File: config.mk
export PLATFORM = sky130hd
export DESIGN_NAME = wiso_endpoint
export DESIGN_NICKNAME = d
export VERILOG_FILES = /design/src/rtl/wiso_pkg.sv /design/src/rtl/wiso_fifo.sv /design/src/rtl/wiso_interval.sv /design/src/rtl/wiso_endpoint.sv
export VERILOG_INCLUDE_DIRS = /design/src /design/src/rtl
export SDC_FILE = /design/constraint.sdc
export NUM_CORES = 1
export LEC_CHECK = 0
export ABC_AREA = 1
export BUFFER_PORTS_ARGS = -buffer_cell sky130_fd_sc_hd__buf_2
export CAP_MARGIN = 10
export CORE_UTILIZATION = 25
export DETAILED_ROUTE_END_ITERATION = 8
export GPL_TIMING_DRIVEN = 0
export PLACE_DENSITY = 0.42
export SKIP_CTS_REPAIR_TIMING = 1
export SLEW_MARGIN = 5
export SYNTH_ARGS = -nofsm -noshare
export SYNTH_HDL_FRONTEND = slang
export SYNTH_HIERARCHICAL = 1
export SYNTH_SLANG_ARGS = --single-unit
File: constraint.sdc
create_clock -name mclk -period 4.2 [get_ports mclk]
set_input_delay 0.42 -clock mclk [delete_from_list [all_inputs] [get_ports mclk]]
set_output_delay 0.42 -clock mclk [all_outputs]
set_load 0.1 [all_outputs]
File: src/rtl/wiso_regs.svh
`ifndef WISO_REGS_SVH
`define WISO_REGS_SVH

// ----------------------------------------------------------------
// widths
// ----------------------------------------------------------------
`define DATA_W 32
`define SEQ_W 5
`define IE_ID_W 8
`define IE_CNT_W 8
`define ALT_W 8
`define MPS_W 16
`define EXP_W 5
`define CYC_W 32

// ----------------------------------------------------------------
// defaults and codes
// ----------------------------------------------------------------
`define IN_DEPTH_DEF 8
`define OUT_DEPTH_DEF 2
`define MAX_SEQ_DEF 32
`define MAX_PKT_DEF 16'h0200
`define ZERO_PKT 16'h0000
`define DEFAULT_ALT 8'h00
`define HS_ACK_CODE 2'h0
`define HS_NAK_CODE 2'h1

// ----------------------------------------------------------------
// service interval timing
// ----------------------------------------------------------------
`define MCLK_MHZ 100
`define SI_UNIT_US 128
`define SI_EXP_MIN 5'h06
`define SI_EXP_MAX 5'h10
`define SI_EXP_ONE 5'h01

`endif

File: src/rtl/wiso_pkg.sv
`include "wiso_regs.svh"

package wiso_pkg;

  // ----------------------------------------------------------------
  // handshake codes, no stall code exists
  // ----------------------------------------------------------------
  typedef enum logic [1:0] {
    HS_ACK = `HS_ACK_CODE,
    HS_NAK = `HS_NAK_CODE
  } hs_t;

  // ----------------------------------------------------------------
  // data packet with burst sequence number
  // ----------------------------------------------------------------
  typedef struct packed {
    logic [`SEQ_W-1:0] seq;
    logic [`DATA_W-1:0] data;
  } pkt_t;

  // ----------------------------------------------------------------
  // discard information element
  // ----------------------------------------------------------------
  typedef struct packed {
    logic [`IE_ID_W-1:0] id;
    logic [`SEQ_W-1:0] window;
    logic [`IE_CNT_W-1:0] count;
  } ie_t;

  // ----------------------------------------------------------------
  // in side states
  // ----------------------------------------------------------------
  typedef enum logic [1:0] {
    IN_IDLE = 2'h0,
    IN_WAIT = 2'h1,
    IN_FLOW = 2'h3
  } in_state_t;

endpackage

File: src/rtl/wiso_fifo.sv
`timescale 1ns/1ps
`include "wiso_regs.svh"

module wiso_fifo #(
  parameter int WIDTH = `DATA_W,
  parameter int DEPTH = `OUT_DEPTH_DEF
) (
  input wire logic mclk,
  input wire logic reset_n,
  input wire logic in_valid,
  output logic in_ready,
  input wire logic [WIDTH-1:0] in_data,
  output logic out_valid,
  input wire logic out_ready,
  output logic [WIDTH-1:0] out_data
);
  localparam int PW = (DEPTH > 1) ? $clog2(DEPTH) : 1;
  localparam int CW = $clog2(DEPTH + 1);
  localparam logic [CW-1:0] FULL = CW'(DEPTH);
  localparam logic [PW-1:0] LAST = PW'(DEPTH - 1);

  logic [WIDTH-1:0] mem [DEPTH];
  logic [WIDTH-1:0] next_mem [DEPTH];
  logic [PW-1:0] wr_ptr, next_wr_ptr, rd_ptr, next_rd_ptr;
  logic [CW-1:0] count, next_count;
  logic push, pop;

  assign in_ready = (count != FULL);
  assign out_valid = (count != '0);
  assign out_data = mem[rd_ptr];

  // ----------------------------------------------------------------
  // next state
  // ----------------------------------------------------------------
  always_comb begin
    push = in_valid && in_ready;
    pop = out_valid && out_ready;
    next_mem = mem;
    next_wr_ptr = wr_ptr;
    next_rd_ptr = rd_ptr;
    next_count = count;
    if (push) begin
      next_mem[wr_ptr] = in_data;
      next_wr_ptr = (wr_ptr == LAST) ? '0 : wr_ptr + 1'b1;
    end
    if (pop) begin
      next_rd_ptr = (rd_ptr == LAST) ? '0 : rd_ptr + 1'b1;
    end
    if (push && !pop) begin
      next_count = count + 1'b1;
    end else if (pop && !push) begin
      next_count = count - 1'b1;
    end
  end

  always_ff @(posedge mclk) begin
    mem <= next_mem;
    if (!reset_n) begin
      wr_ptr <= '0;
      rd_ptr <= '0;
      count <= '0;
    end else begin
      wr_ptr <= next_wr_ptr;
      rd_ptr <= next_rd_ptr;
      count <= next_count;
    end
  end

endmodule // wiso_fifo

File: src/rtl/wiso_interval.sv
`timescale 1ns/1ps
`include "wiso_regs.svh"

module wiso_interval #(
  parameter int UNIT_CYCLES = `SI_UNIT_US * `MCLK_MHZ
) (
  input wire logic mclk,
  input wire logic reset_n,
  input wire logic [`EXP_W-1:0] req_exp,
  output logic [`EXP_W-1:0] code,
  output logic [`CYC_W-1:0] cycles
);
  logic [`EXP_W-1:0] next_code;
  logic [`CYC_W-1:0] next_cycles;

  // ----------------------------------------------------------------
  // clamp exponent, length is 2^(x-1) units
  // ----------------------------------------------------------------
  always_comb begin
    if (req_exp < `SI_EXP_MIN) begin
      next_code = `SI_EXP_MIN;
    end else if (req_exp > `SI_EXP_MAX) begin
      next_code = `SI_EXP_MAX;
    end else begin
      next_code = req_exp;
    end
    next_cycles = `CYC_W'(UNIT_CYCLES) << (next_code - `SI_EXP_ONE);
  end

  always_ff @(posedge mclk) begin
    if (!reset_n) begin
      code <= `SI_EXP_MIN;
      cycles <= '0;
    end else begin
      code <= next_code;
      cycles <= next_cycles;
    end
  end

endmodule // wiso_interval

File: src/rtl/wiso_endpoint.sv
`timescale 1ns/1ps
`include "wiso_regs.svh"

// Overview of operation
// host caps periodic channel time at 80 percent
// interval exponent 6 to 16, 2^(x-1)*128us
// no fixed spacing assumed between attempts
// empty in endpoint answers a request with nak
// out endpoint naks when no room
// handshaked burst sequence delivery with retries
// configuration transfers reset tx and rx windows
// host resumes service next interval after nak
// no endpoint ready notification after flow control
// in storage full drops oldest data only
// remaining packets reuse dropped sequence numbers
// host orders in data by presentation time
// never answer with a stall handshake
// host drops out packets only when stale
// host never reuses a dropped out sequence
// host reports discards with discard element
// host puts discard element before allocations
// host grants a device transmit slot with element
// host repeats element until device confirms
// element id fixed until confirmed, then incremented
// discard element sets out receive window
// default setting reports zero max packet size
// element applied once per identifier
module wiso_endpoint #(
  parameter int IN_DEPTH = `IN_DEPTH_DEF,
  parameter int OUT_DEPTH = `OUT_DEPTH_DEF,
  parameter int MAX_SEQ = `MAX_SEQ_DEF,
  parameter logic [`MPS_W-1:0] MAX_PKT = `MAX_PKT_DEF,
  parameter int UNIT_CYCLES = `SI_UNIT_US * `MCLK_MHZ
) (
  input wire logic mclk,
  input wire logic reset_n,
  input wire logic [`ALT_W-1:0] alt_setting,
  input wire logic [`EXP_W-1:0] interval_req,
  input wire logic cfg_reset,
  output logic [`MPS_W-1:0] max_packet_size,
  output logic [`EXP_W-1:0] interval_code,
  output logic [`CYC_W-1:0] interval_cycles,
  output logic ep_ready_notify,
  input wire logic src_valid,
  input wire logic [`DATA_W-1:0] src_data,
  output logic in_discard,
  input wire logic in_req,
  input wire logic in_ack,
  output logic in_rsp_valid,
  output logic in_rsp_nak,
  output wiso_pkg::pkt_t in_rsp_pkt,
  input wire logic out_valid,
  input wire wiso_pkg::pkt_t out_pkt,
  output logic out_hs_valid,
  output wiso_pkg::hs_t out_hs,
  output logic sink_valid,
  input wire logic sink_ready,
  output logic [`DATA_W-1:0] sink_data,
  input wire logic ie_valid,
  input wire wiso_pkg::ie_t ie,
  output logic ie_confirm,
  output logic [`IE_CNT_W-1:0] lost_count
);
  import wiso_pkg::*;

  localparam int PW = (IN_DEPTH > 1) ? $clog2(IN_DEPTH) : 1;
  localparam int CW = $clog2(IN_DEPTH + 1);
  localparam logic [CW-1:0] FULL_CNT = CW'(IN_DEPTH);
  localparam logic [`SEQ_W-1:0] SEQ_LAST = `SEQ_W'(MAX_SEQ - 1);

  function automatic logic [`SEQ_W-1:0] seq_inc(
    input logic [`SEQ_W-1:0] s
  );
    seq_inc = (s == SEQ_LAST) ? '0 : s + 1'b1;
  endfunction

  // ----------------------------------------------------------------
  // descriptor side
  // ----------------------------------------------------------------
  logic [`MPS_W-1:0] next_max_packet_size;

  wiso_interval #(
    .UNIT_CYCLES(UNIT_CYCLES)
  ) u_interval (
    .mclk(mclk),
    .reset_n(reset_n),
    .req_exp(interval_req),
    .code(interval_code),
    .cycles(interval_cycles)
  );

  always_comb begin
    if (alt_setting == `DEFAULT_ALT) begin
      next_max_packet_size = `ZERO_PKT;
    end else begin
      next_max_packet_size = MAX_PKT;
    end
  end

  always_ff @(posedge mclk) begin
    if (!reset_n) begin
      max_packet_size <= `ZERO_PKT;
      ep_ready_notify <= 1'b0;
    end else begin
      max_packet_size <= next_max_packet_size;
      ep_ready_notify <= 1'b0;
    end
  end

  // ----------------------------------------------------------------
  // in storage and transmit window
  // ----------------------------------------------------------------
  logic [`DATA_W-1:0] store [IN_DEPTH];
  logic [`DATA_W-1:0] next_store [IN_DEPTH];
  logic [PW-1:0] wr_ptr, next_wr_ptr, rd_ptr, next_rd_ptr;
  logic [CW-1:0] count, next_count;
  logic [`SEQ_W-1:0] tx_seq, next_tx_seq;
  in_state_t in_state, next_in_state;
  logic next_in_rsp_valid, next_in_rsp_nak, next_in_discard;
  pkt_t next_in_rsp_pkt;
  logic pop, drop;

  always_comb begin
    pop = (in_state == IN_WAIT) && in_ack;
    drop = src_valid && (count == FULL_CNT) && !pop;
    next_store = store;
    next_wr_ptr = wr_ptr;
    next_rd_ptr = rd_ptr;
    next_count = count;
    next_tx_seq = tx_seq;
    next_in_state = in_state;
    next_in_rsp_valid = 1'b0;
    next_in_rsp_nak = 1'b0;
    next_in_rsp_pkt = in_rsp_pkt;
    next_in_discard = drop;
    if (src_valid) begin
      next_store[wr_ptr] = src_data;
      next_wr_ptr = wr_ptr + 1'b1;
    end
    if (pop || drop) begin
      next_rd_ptr = rd_ptr + 1'b1;
    end
    if (src_valid && !drop && !pop) begin
      next_count = count + 1'b1;
    end else if (pop && !src_valid) begin
      next_count = count - 1'b1;
    end
    if (pop) begin
      next_tx_seq = seq_inc(tx_seq);
      next_in_state = IN_IDLE;
    end
    if (drop && in_state == IN_WAIT) begin
      // sent packet is gone, next oldest goes out under tx_seq
      next_in_state = IN_IDLE;
    end
    // every request outside a cfg_reset cycle is served as it comes, no timer on attempts
    if (in_req) begin
      next_in_rsp_valid = 1'b1;
      if (next_count == '0) begin
        next_in_rsp_nak = 1'b1;
        next_in_state = IN_FLOW;
      end else begin
        next_in_rsp_pkt.data = next_store[next_rd_ptr];
        next_in_rsp_pkt.seq = next_tx_seq;
        next_in_state = IN_WAIT;
      end
    end
    if (cfg_reset) begin
      next_rd_ptr = '0;
      next_wr_ptr = '0;
      next_count = '0;
      next_tx_seq = '0;
      next_in_state = IN_IDLE;
      next_in_rsp_valid = 1'b0;
      next_in_discard = 1'b0;
    end
  end

  always_ff @(posedge mclk) begin
    store <= next_store;
    if (!reset_n) begin
      wr_ptr <= '0;
      rd_ptr <= '0;
      count <= '0;
      tx_seq <= '0;
      in_state <= IN_IDLE;
      in_rsp_valid <= 1'b0;
      in_rsp_nak <= 1'b0;
      in_rsp_pkt <= '0;
      in_discard <= 1'b0;
    end else begin
      wr_ptr <= next_wr_ptr;
      rd_ptr <= next_rd_ptr;
      count <= next_count;
      tx_seq <= next_tx_seq;
      in_state <= next_in_state;
      in_rsp_valid <= next_in_rsp_valid;
      in_rsp_nak <= next_in_rsp_nak;
      in_rsp_pkt <= next_in_rsp_pkt;
      in_discard <= next_in_discard;
    end
  end

  // ----------------------------------------------------------------
  // out receive window and discard element
  // ----------------------------------------------------------------
  logic [`SEQ_W-1:0] rx_window, next_rx_window, rx_prev;
  logic [`IE_ID_W-1:0] last_id, next_last_id;
  logic id_valid, next_id_valid;
  logic next_out_hs_valid, next_ie_confirm;
  hs_t next_out_hs;
  logic [`IE_CNT_W-1:0] next_lost_count;
  logic buf_ready, buf_push;

  always_comb begin
    rx_prev = (rx_window == '0) ? SEQ_LAST : rx_window - 1'b1;
    next_rx_window = rx_window;
    next_last_id = last_id;
    next_id_valid = id_valid;
    next_out_hs_valid = 1'b0;
    next_out_hs = out_hs;
    next_ie_confirm = 1'b0;
    next_lost_count = lost_count;
    buf_push = 1'b0;
    if (out_valid) begin
      next_out_hs_valid = 1'b1;
      if (out_pkt.seq == rx_window) begin
        if (buf_ready) begin
          buf_push = 1'b1;
          next_out_hs = HS_ACK;
          next_rx_window = seq_inc(rx_window);
        end else begin
          next_out_hs = HS_NAK;
        end
      end else if (out_pkt.seq == rx_prev) begin
        next_out_hs = HS_ACK;
      end else begin
        next_out_hs = HS_NAK;
      end
    end
    if (ie_valid) begin
      next_ie_confirm = 1'b1;
      if (!id_valid || ie.id != last_id) begin
        next_rx_window = ie.window;
        next_last_id = ie.id;
        next_id_valid = 1'b1;
        next_lost_count = lost_count + ie.count;
      end
    end
    if (cfg_reset) begin
      next_rx_window = '0;
      next_id_valid = 1'b0;
      next_out_hs_valid = 1'b0;
      next_ie_confirm = 1'b0;
      buf_push = 1'b0;
    end
  end

  always_ff @(posedge mclk) begin
    if (!reset_n) begin
      rx_window <= '0;
      last_id <= '0;
      id_valid <= 1'b0;
      out_hs_valid <= 1'b0;
      out_hs <= HS_ACK;
      ie_confirm <= 1'b0;
      lost_count <= '0;
    end else begin
      rx_window <= next_rx_window;
      last_id <= next_last_id;
      id_valid <= next_id_valid;
      out_hs_valid <= next_out_hs_valid;
      out_hs <= next_out_hs;
      ie_confirm <= next_ie_confirm;
      lost_count <= next_lost_count;
    end
  end

  // ----------------------------------------------------------------
  // out data buffer toward the user
  // ----------------------------------------------------------------
  wiso_fifo #(
    .WIDTH(`DATA_W),
    .DEPTH(OUT_DEPTH)
  ) u_out_buf (
    .mclk(mclk),
    .reset_n(reset_n),
    .in_valid(buf_push),
    .in_ready(buf_ready),
    .in_data(out_pkt.data),
    .out_valid(sink_valid),
    .out_ready(sink_ready),
    .out_data(sink_data)
  );

endmodule // wiso_endpoint

==> out/summary.json, run 1 <==
{
  "pwr": {
    "seq_power_share": 0.419,
    "totalPowerFinal_mw": 11.2,
    "max-vdd-ir-drop_mv": 0.302,
    "total_switching_power_mw": 3.61,
    "internal_power_mw": 7.56,
    "clock_power_share": 0.385,
    "power_leakage_nw": 9.96,
    "cellPowerDensity_nw_per_um2": 497,
    "power.share.combinational": 0.196,
    "p_sw_frac": 0.323
  },
  "cells_and_area": {
    "drive_above_1_share": 0.154,
    "area_delta_synth_final_pct": 23.0,
    "antenna_cells_inserted": 0,
    "finalNonFillerCells": 3712,
    "nets": 2858
  },
  "cts": {
    "clk_latency_ns": 0.60,
    "tritoncts.num_buffers": 49,
    "tritoncts": "built",
    "clk_pin_slew_worst_paths_ns": 0.06,
    "ctsRootBufferMaster": "sky130_fd_sc_hd__clkbuf_16",
    "cts.sinks": 435,
    "clock_path_buffers": 3,
    "h-tree-depth": 2
  },
  "routing": {
    "detail_route.drc_violations": 0,
    "ant_nets": 0,
    "detailroute.via_count": 16600,
    "detail_route.wirelength_um": 63500,
    "detailedRoute.firstPassIterationCount": 7,
    "route.detailed.vias_per_inst": 4.47,
    "detail_route.wl_per_cell_um": 17.1,
    "drt_iter0_markers": 1093
  },
  "timing": {
    "period_share": 0.700,
    "final.setup_skew_ns": 0.0295,
    "worst_pin_slew_ns": 1.13,
    "period_needed_ns": 2.94,
    "timing.slew.headroom": 0.245,
    "setup_violations": 0,
    "final_hold_viol_count": 0,
    "maxSlewViolCount": 0,
    "fmax_mhz": 340,
    "grt_setup_unrepaired": "no"
  },
  "setup_path": {
    "critical_path_sink_type": "flip-flop",
    "critical_path_startpoint_category": "flip-flop",
    "top_fanout_value_on_the_critical_path": 10,
    "critPathLaunch": "count[0]$_SDFF_PP0_",
    "cp_data_required_time_ns": 4.71,
    "crit_arrival_ns": 3.45,
    "timing_worst_setup_path_type": "reg -> reg",
    "peak_per_stage_delay_on_the_critical_path_ns": 0.46,
    "cpMaxStageDelayCell": "sky130_fd_sc_hd__nand3_1",
    "worstReg2RegStart": "count[0]$_SDFF_PP0_",
    "critical_path_cell_by_cell": "inv_1 > ha_1 > nand4_2 > nand3_1 > nand2_1 > buf_4 > buf_2 > nand2_1 > nand3_1 > nand3_1 > nand2_1 > nor2_1 > nor2_1",
    "top_delay_family_on_crit_path": "simple AND/OR/NAND/NOR gates",
    "critPathBufInv": 3
  },
  "floorplanning": {
    "floorplan.die.width_um": 272,
    "die_area_um2": 74100,
    "floorplan.rows": 98,
    "count_of_boundary_i_o_pins": 251,
    "placeable_core_area_um2": 71900,
    "floorplan.die.height_um": 272,
    "initial_core_util": 0.254
  },
  "placement": {
    "gpl.final_weighted_congestion": 0.812,
    "portBuffers": 223,
    "detailed_placement_hpwl_um": 45300,
    "place.detailed.instances": 3606
  },
  "logic_synthesis": {
    "synthesis.yosys.warnings": 6,
    "synth.area.top_cells": "sky130_fd_sc_hd__dfxtp_1 41%, sky130_fd_sc_hd__nand2_1 16%, sky130_fd_sc_hd__edfxtp_1 11%",
    "synth_top_area_frac": 0.407,
    "synth.yosys.seq_area_share": 0.512,
    "synth.cell_area_um2": 18300,
    "yosys.cell_types.count": 44,
    "avgSynthCellArea_um2": 7.60,
    "postSynthCellCount": 2404,
    "synth_area_leader_cell": "sky130_fd_sc_hd__dfxtp_1",
    "count_of_flip_flops_with_a_built_in_enable_after_synthesis": 64,
    "postSynth.asyncResetShare": 0,
    "postSynthRegisterBits": 435,
    "dominantRegCellSynth": "sky130_fd_sc_hd__dfxtp_1"
  },
  "grt": {
    "grt_max_degree": 23,
    "antenna_found_initial": 2,
    "grt_first_pass_wirelength_um": 96400,
    "grt.overflow.total": 0,
    "overall_routing_resource_usage": 0.168,
    "first_global_vias": 16100
  },
  "run_status": {
    "outcome": "completed"
  },
  "hold_path": {
    "hold_path_class": "in -> reg",
    "worstHoldStart": "out_pkt[31]"
  },
  "run": {
    "max-cap-violations": 0
  }
}
-- sequential cells by signal, summed over array words and instances (netlist names), 2 cells and up --
register and cells:
wr_ptr 3, store 256, tx_seq 5, last_id 8, count 4, u_interval/cycles 23, in_rsp_pkt 37, rd_ptr 3
u_out_buf/count 2, lost_count 8, u_out_buf/mem 64, u_interval/code 5, rx_window 5, in_state 2
-- cells in the mapped netlist (5+ instances only) --
cell,count
sky130_fd_sc_hd__buf_4,35
sky130_fd_sc_hd__buf_2,44
sky130_fd_sc_hd__nand3b_1,6
sky130_fd_sc_hd__inv_2,8
sky130_fd_sc_hd__a21oi_1,74
sky130_fd_sc_hd__inv_1,125
sky130_fd_sc_hd__buf_1,8
sky130_fd_sc_hd__ha_1,23
sky130_fd_sc_hd__clkbuf_1,67
sky130_fd_sc_hd__or2_2,5
sky130_fd_sc_hd__nand3_1,311
sky130_fd_sc_hd__nor2_1,179
sky130_fd_sc_hd__xor2_1,8
sky130_fd_sc_hd__o21ai_0,92
sky130_fd_sc_hd__nor3_1,6
sky130_fd_sc_hd__xnor2_1,10
sky130_fd_sc_hd__nand4_1,7
sky130_fd_sc_hd__o21ai_1,121
sky130_fd_sc_hd__nand2_1,788
sky130_fd_sc_hd__edfxtp_1,64
sky130_fd_sc_hd__dfxtp_1,371
sky130_fd_sc_hd__nand2_2,18
-- per-stage QoR --
stage               TNS (ns)  hold slack (ns)  utilization  setup WS [ns]  instance area (um2)
floorplan                  0            0.417            -          0.922                18400
detailed placement         0            0.435        0.288           1.20                20700
CTS                        0          -0.0186        0.311           1.23                22300
global placement      -39.71            0.429        0.288         -0.624                20700
global route               0        0.0000919        0.313          0.969                22500
finish                     0           0.0234        0.313           1.26                22500
-- final cells by class --
| class | instances | area [um2] |
|---|---|---|
| fillers | 7798 | 49400 |
| clock inverters | 23 | 219 |
| flip-flops and latches | 435 | 9350 |
| repair buffers | 240 | 1310 |
| plain buffers | 157 | 798 |
| clock buffers | 68 | 1380 |
| multi-input cells | 1701 | 7710 |
| inverters | 138 | 522 |
| well taps | 950 | 1190 |
-- placed cells by master, fill, tap and decap left out, types with 9 or more instances in the layout --
| cell | count |
|---|---|
| sky130_fd_sc_hd__inv_1 | 125 |
| sky130_fd_sc_hd__dfxtp_1 | 371 |
| sky130_fd_sc_hd__clkinv_2 | 9 |
| sky130_fd_sc_hd__xnor2_1 | 10 |
| sky130_fd_sc_hd__clkbuf_1 | 79 |
| sky130_fd_sc_hd__o21ai_1 | 121 |
| sky130_fd_sc_hd__nand2_2 | 18 |
| sky130_fd_sc_hd__clkbuf_16 | 50 |
| sky130_fd_sc_hd__buf_4 | 35 |
| sky130_fd_sc_hd__ha_1 | 23 |
| sky130_fd_sc_hd__o21ai_0 | 92 |
| sky130_fd_sc_hd__conb_1 | 29 |
| sky130_fd_sc_hd__buf_2 | 267 |
| sky130_fd_sc_hd__dlygate4sd3_1 | 15 |
| sky130_fd_sc_hd__nand2_1 | 788 |
| sky130_fd_sc_hd__a21oi_1 | 74 |
| sky130_fd_sc_hd__edfxtp_1 | 64 |
| sky130_fd_sc_hd__nor2_1 | 177 |
| sky130_fd_sc_hd__nand3_1 | 311 |
| sky130_fd_sc_hd__clkinv_1 | 10 |
-- final timing paths --
| check | endpoint | cells after the start | slack, ns |
|---|---|---|---|
| min reg2reg | store[200]$_DFF_P_ | 2 | 0.45 |
| max reg2reg | in_rsp_pkt[29]$_SDFFE_PN0P_ | 13 | 1.26 |
| max | in_rsp_pkt[29]$_SDFFE_PN0P_ | 13 | 1.26 |
| min | u_out_buf/mem[31]$_DFFE_PP_ | 1 | 0.02 |
-- cell families after synthesis --
family / after synthesis / share of synthesized area
simple gates: 1332 / 0.306
flops: 435 / 0.512
compound gates: 295 / 0.0819
buf+inv: 295 / 0.0723
fa+ha+maj: 24 / 0.0169
xor+xnor: 19 / 0.00952
other cells: 2 / 0.000411
mux: 2 / 0.00110
-- power groups by stage --
stage	Sequential (mW)	Clock, mW	Combinational, mW
2_1_floorplan	5.21	0	1.22
5_1_grt	4.71	4.60	2.39
3_3_place_gp	4.76	0	2.17
4_1_cts	4.68	4.43	2.19
3_5_place_dp	4.77	0	2.18
6_report	4.68	4.30	2.19
-- metal layers --
layer  global-route usage  part of all wire
met4               0.0427             0.020
met2                0.287              0.48
met1                0.218              0.45
met5                    0           0.00028
met3               0.0301             0.048
No activity file was read; power rests on OpenSTA's default activity.
==> inputs of run 2 (changes only) <==
--- a/config.mk
+++ b/config.mk
@@ -6,13 +6,13 @@
 export SDC_FILE = /design/constraint.sdc
 export NUM_CORES = 1
 export LEC_CHECK = 0
-export ABC_AREA = 1
+export ABC_AREA = 0
 export BUFFER_PORTS_ARGS = -buffer_cell sky130_fd_sc_hd__buf_2
 export CAP_MARGIN = 10
 export CORE_UTILIZATION = 25
 export DETAILED_ROUTE_END_ITERATION = 8
 export GPL_TIMING_DRIVEN = 0
-export PLACE_DENSITY = 0.42
+export PLACE_DENSITY = 0.44
 export SKIP_CTS_REPAIR_TIMING = 1
 export SLEW_MARGIN = 5
 export SYNTH_ARGS = -nofsm -noshare
==> constraint.sdc (replaced) <==
create_clock -name mclk -period 2.6 [get_ports mclk]
set_input_delay 0.26 -clock mclk [delete_from_list [all_inputs] [get_ports mclk]]
set_output_delay 0.26 -clock mclk [all_outputs]
set_load 0.1 [all_outputs]
==> out/summary.json, run 2 <==
{
  "run_status": {
    "outcome": "finished, violations left",
    "violations_in_the_final_reports": "negative setup slack"
  },
  "logic_synthesis": {
    "synthAdderAreaFrac": 0.0169,
    "synth_top_area_frac": 0.408,
    "post_synth_and_or_nand_nor_area_fraction": 0.119,
    "synth-compound-area-share": 0.101,
    "synthXorXnorAreaFrac": 0.0130,
    "synth.cell_area_um2": 18200,
    "avgSynthCellArea_um2": 11.7,
    "dominantRegCellSynth": "sky130_fd_sc_hd__dfxtp_1",
    "synth_area_leader_cell": "sky130_fd_sc_hd__dfxtp_1",
    "synth.most_common_cell": "sky130_fd_sc_hd__dfxtp_1",
    "yosys.cell_types.count": 75,
    "synth_common_cells": "371 x sky130_fd_sc_hd__dfxtp_1, 283 x sky130_fd_sc_hd__mux2_2, 134 x sky130_fd_sc_hd__o211ai_1",
    "count_of_flip_flops_with_a_built_in_enable_after_synthesis": 64,
    "synth.yosys.seq_area_share": 0.514,
    "synth_top_family_by_area": "multiplexers",
    "postSynthCellCount": 1552,
    "synthesis.yosys.warnings": 6,
    "postSynthRegisterBits": 435,
    "synthMuxAreaShare": 0.189,
    "synth.area.top_cells": "sky130_fd_sc_hd__dfxtp_1 41%, sky130_fd_sc_hd__mux2_2 18%, sky130_fd_sc_hd__edfxtp_1 11%",
    "postSynth.asyncResetShare": 0
  },
  "grt": {
    "met2_usage": 0.243,
    "gr-usage-met3": 0.0348,
    "antenna_found_initial": 8,
    "grt.met1_usage": 0.183,
    "first_global_vias": 13600,
    "grt.overflow.total": 0,
    "overall_routing_resource_usage": 0.145,
    "grt_max_degree": 33,
    "grt-busiest-layer": "met2",
    "grt_first_pass_wirelength_um": 82700
  },
  "run": {
    "max-cap-violations": 0
  },
  "placement": {
    "portBuffers": 223,
    "gpl.final_weighted_congestion": 0.757,
    "place_worst_setup_slack_ns": -0.884,
    "detailed_placement_hpwl_um": 37200
  },
  "cts": {
    "clk_latency_ns": 0.60,
    "tritoncts.num_buffers": 52,
    "ctsRootBufferMaster": "sky130_fd_sc_hd__clkbuf_16",
    "clock_path_buffers": 3,
    "tritoncts": "built",
    "h-tree-depth": 2,
    "cts.sinks": 435,
    "clk_pin_slew_worst_paths_ns": 0.06
  },
  "floorplanning": {
    "count_of_boundary_i_o_pins": 251,
    "die_area_um2": 73900,
    "initial_core_util": 0.254,
    "placeable_core_area_um2": 71700,
    "floorplan.die.width_um": 272,
    "floorplan.die.height_um": 272,
    "floorplan.rows": 98
  },
  "routing": {
    "ant_nets": 0,
    "detail_route.drc_violations": 0,
    "detail_route.wl_per_cell_um": 19.1,
    "route.detailed.vias_per_inst": 4.63,
    "detailroute.via_count": 13500,
    "drt_iter0_markers": 658,
    "detailedRoute.firstPassIterationCount": 6,
    "detail_route.wirelength_um": 55800
  },
  "setup_path": {
    "r2r_cells": 10,
    "worstReg2RegStart": "count[1]$_SDFF_PP0_",
    "top_fanout_value_on_the_critical_path": 9,
    "critical_path_startpoint_category": "flip-flop",
    "cp_data_required_time_ns": 3.07,
    "crit-reg2reg-capture": "in_rsp_pkt[23]$_SDFFE_PN0P_",
    "crit_arrival_ns": 3.09,
    "setup.reg_to_reg.worst_slack_ns": -0.02,
    "timing_worst_setup_path_type": "reg -> reg",
    "critical_path_sink_type": "flip-flop"
  },
  "cells_and_area": {
    "layout_top_registers": "store x256, u_out_buf/mem x64, in_rsp_pkt x37",
    "fillCellCount": 7313,
    "nets": 2060,
    "area_delta_synth_final_pct": 28.9,
    "drive_above_1_share": 0.392,
    "layout_commonest_cell": "sky130_fd_sc_hd__dfxtp_1",
    "layout_common_cells": "366 x sky130_fd_sc_hd__dfxtp_1, 283 x sky130_fd_sc_hd__mux2_2, 254 x sky130_fd_sc_hd__buf_2",
    "antenna_cells_inserted": 0,
    "largest_register_ffs": 256,
    "reg_with_most_ffs": "store"
  },
  "pwr": {
    "p_sw_frac": 0.296,
    "seq_power_share": 0.412,
    "cellPowerDensity_nw_per_um2": 767,
    "clock_power_share": 0.408,
    "internal_power_mw": 12.7,
    "power.share.combinational": 0.179,
    "max-vdd-ir-drop_mv": 0.561,
    "power_leakage_nw": 9.46,
    "total_switching_power_mw": 5.33
  },
  "timing": {
    "period_needed_ns": 2.62,
    "worst_pin_slew_ns": 0.674,
    "post_route_worst_setup_slack_ns": -0.0231,
    "grt_setup_unrepaired": "yes",
    "fmax_mhz": 381,
    "maxSlewViolCount": 0,
    "setup_violations": 2,
    "whs_ns": 0.0181,
    "period_share": 1.01,
    "final_hold_viol_count": 0,
    "timing.slew.headroom": 0.551,
    "final.setup_skew_ns": 0.0256
  },
  "hold_path": {
    "hold_path_class": "in -> reg",
    "whs_path_depth": 2,
    "min_delay_worst_endpoint": "store[203]$_DFF_P_",
    "worstHoldStart": "src_data[11]"
  }
}
==> run 2: final cells by class <==
class | count | area (um2) | share of cell area
plain buffers | 135 | 970 | 0.0413
clock buffers | 81 | 1590 | 0.0676
clock inverters | 14 | 143 | 0.00608
inverters | 21 | 86.3 | 0.00368
multi-input cells | 983 | 8230 | 0.351
flip-flops and latches | 435 | 9360 | 0.399
well taps | 950 | 1190 | 0.0507
repair buffers | 296 | 1900 | 0.0809
==> run 2: metal layers <==
metal  vias up  part of all wire
met5         -            0.0016
met4        14             0.026
met3        93             0.048
met2       258              0.47
met1      6687              0.45
li1       6455                 -
==> run 2: worst max-delay path by stage <==
stage,start,endpoint
after global routing,count[1]$_SDFF_PP0_,in_rsp_pkt[1]$_SDFFE_PN0P_
after floorplan,rx_window[2]$_SDFF_PP0_,u_out_buf/mem[0]$_DFFE_PP_
final,count[1]$_SDFF_PP0_,in_rsp_pkt[23]$_SDFFE_PN0P_
after detailed placement,count[0]$_SDFF_PP0_,in_rsp_pkt[16]$_SDFFE_PN0P_
after CTS,count[0]$_SDFF_PP0_,in_rsp_pkt[13]$_SDFFE_PN0P_
after global placement,count[0]$_SDFF_PP0_,in_rsp_pkt[2]$_SDFFE_PN0P_
==> run 2: cells by family (layout without fill, tap and decap cells) <==
group,after synthesis,count (layout)
DFF,435,435
and+or+nand+nor,343,343
muxes,308,308
AOI/OAI and AO/OA,252,252
buffers and inverters,161,547
xor gates and xnor gates,27,27
adders and majority gates,24,24
other,2,29
==> run 2: power groups by stage <==
stage,sequential (mW),clock [mW],combinational [mW]
5_1_grt,7.47,7.86,3.42
3_3_place_gp,7.55,0,3.07
6_report,7.42,7.35,3.23
3_5_place_dp,7.57,0,3.09
4_1_cts,7.42,7.58,3.10
2_1_floorplan,8.18,0,1.79
==> run 2: through the flow <==
stage	cells	util	instance area, um2	setup TNS [ns]	total power, mW
floorplan	1579	-	18300	0	9.97
global route	2915	0.327	23500	-2.26	18.7
detailed placement	2752	0.287	20600	-37.00	10.7
finish	2915	0.327	23500	-0.0454	18.0
CTS	2847	0.311	22300	-40.49	18.1
global placement	2752	0.287	20600	-64.96	10.6
==> run 2: critical path, cell delays in order (launching register included) <==
cell	delay [ns]
sky130_fd_sc_hd__dfxtp_4	0.38
sky130_fd_sc_hd__inv_4	0.04
sky130_fd_sc_hd__ha_4	0.14
sky130_fd_sc_hd__and4b_2	0.28
sky130_fd_sc_hd__or3_4	0.42
sky130_fd_sc_hd__and2_4	0.21
sky130_fd_sc_hd__buf_12	0.15
sky130_fd_sc_hd__buf_12	0.13
sky130_fd_sc_hd__o211ai_1	0.25
sky130_fd_sc_hd__nand4_1	0.22
sky130_fd_sc_hd__a22o_1	0.24
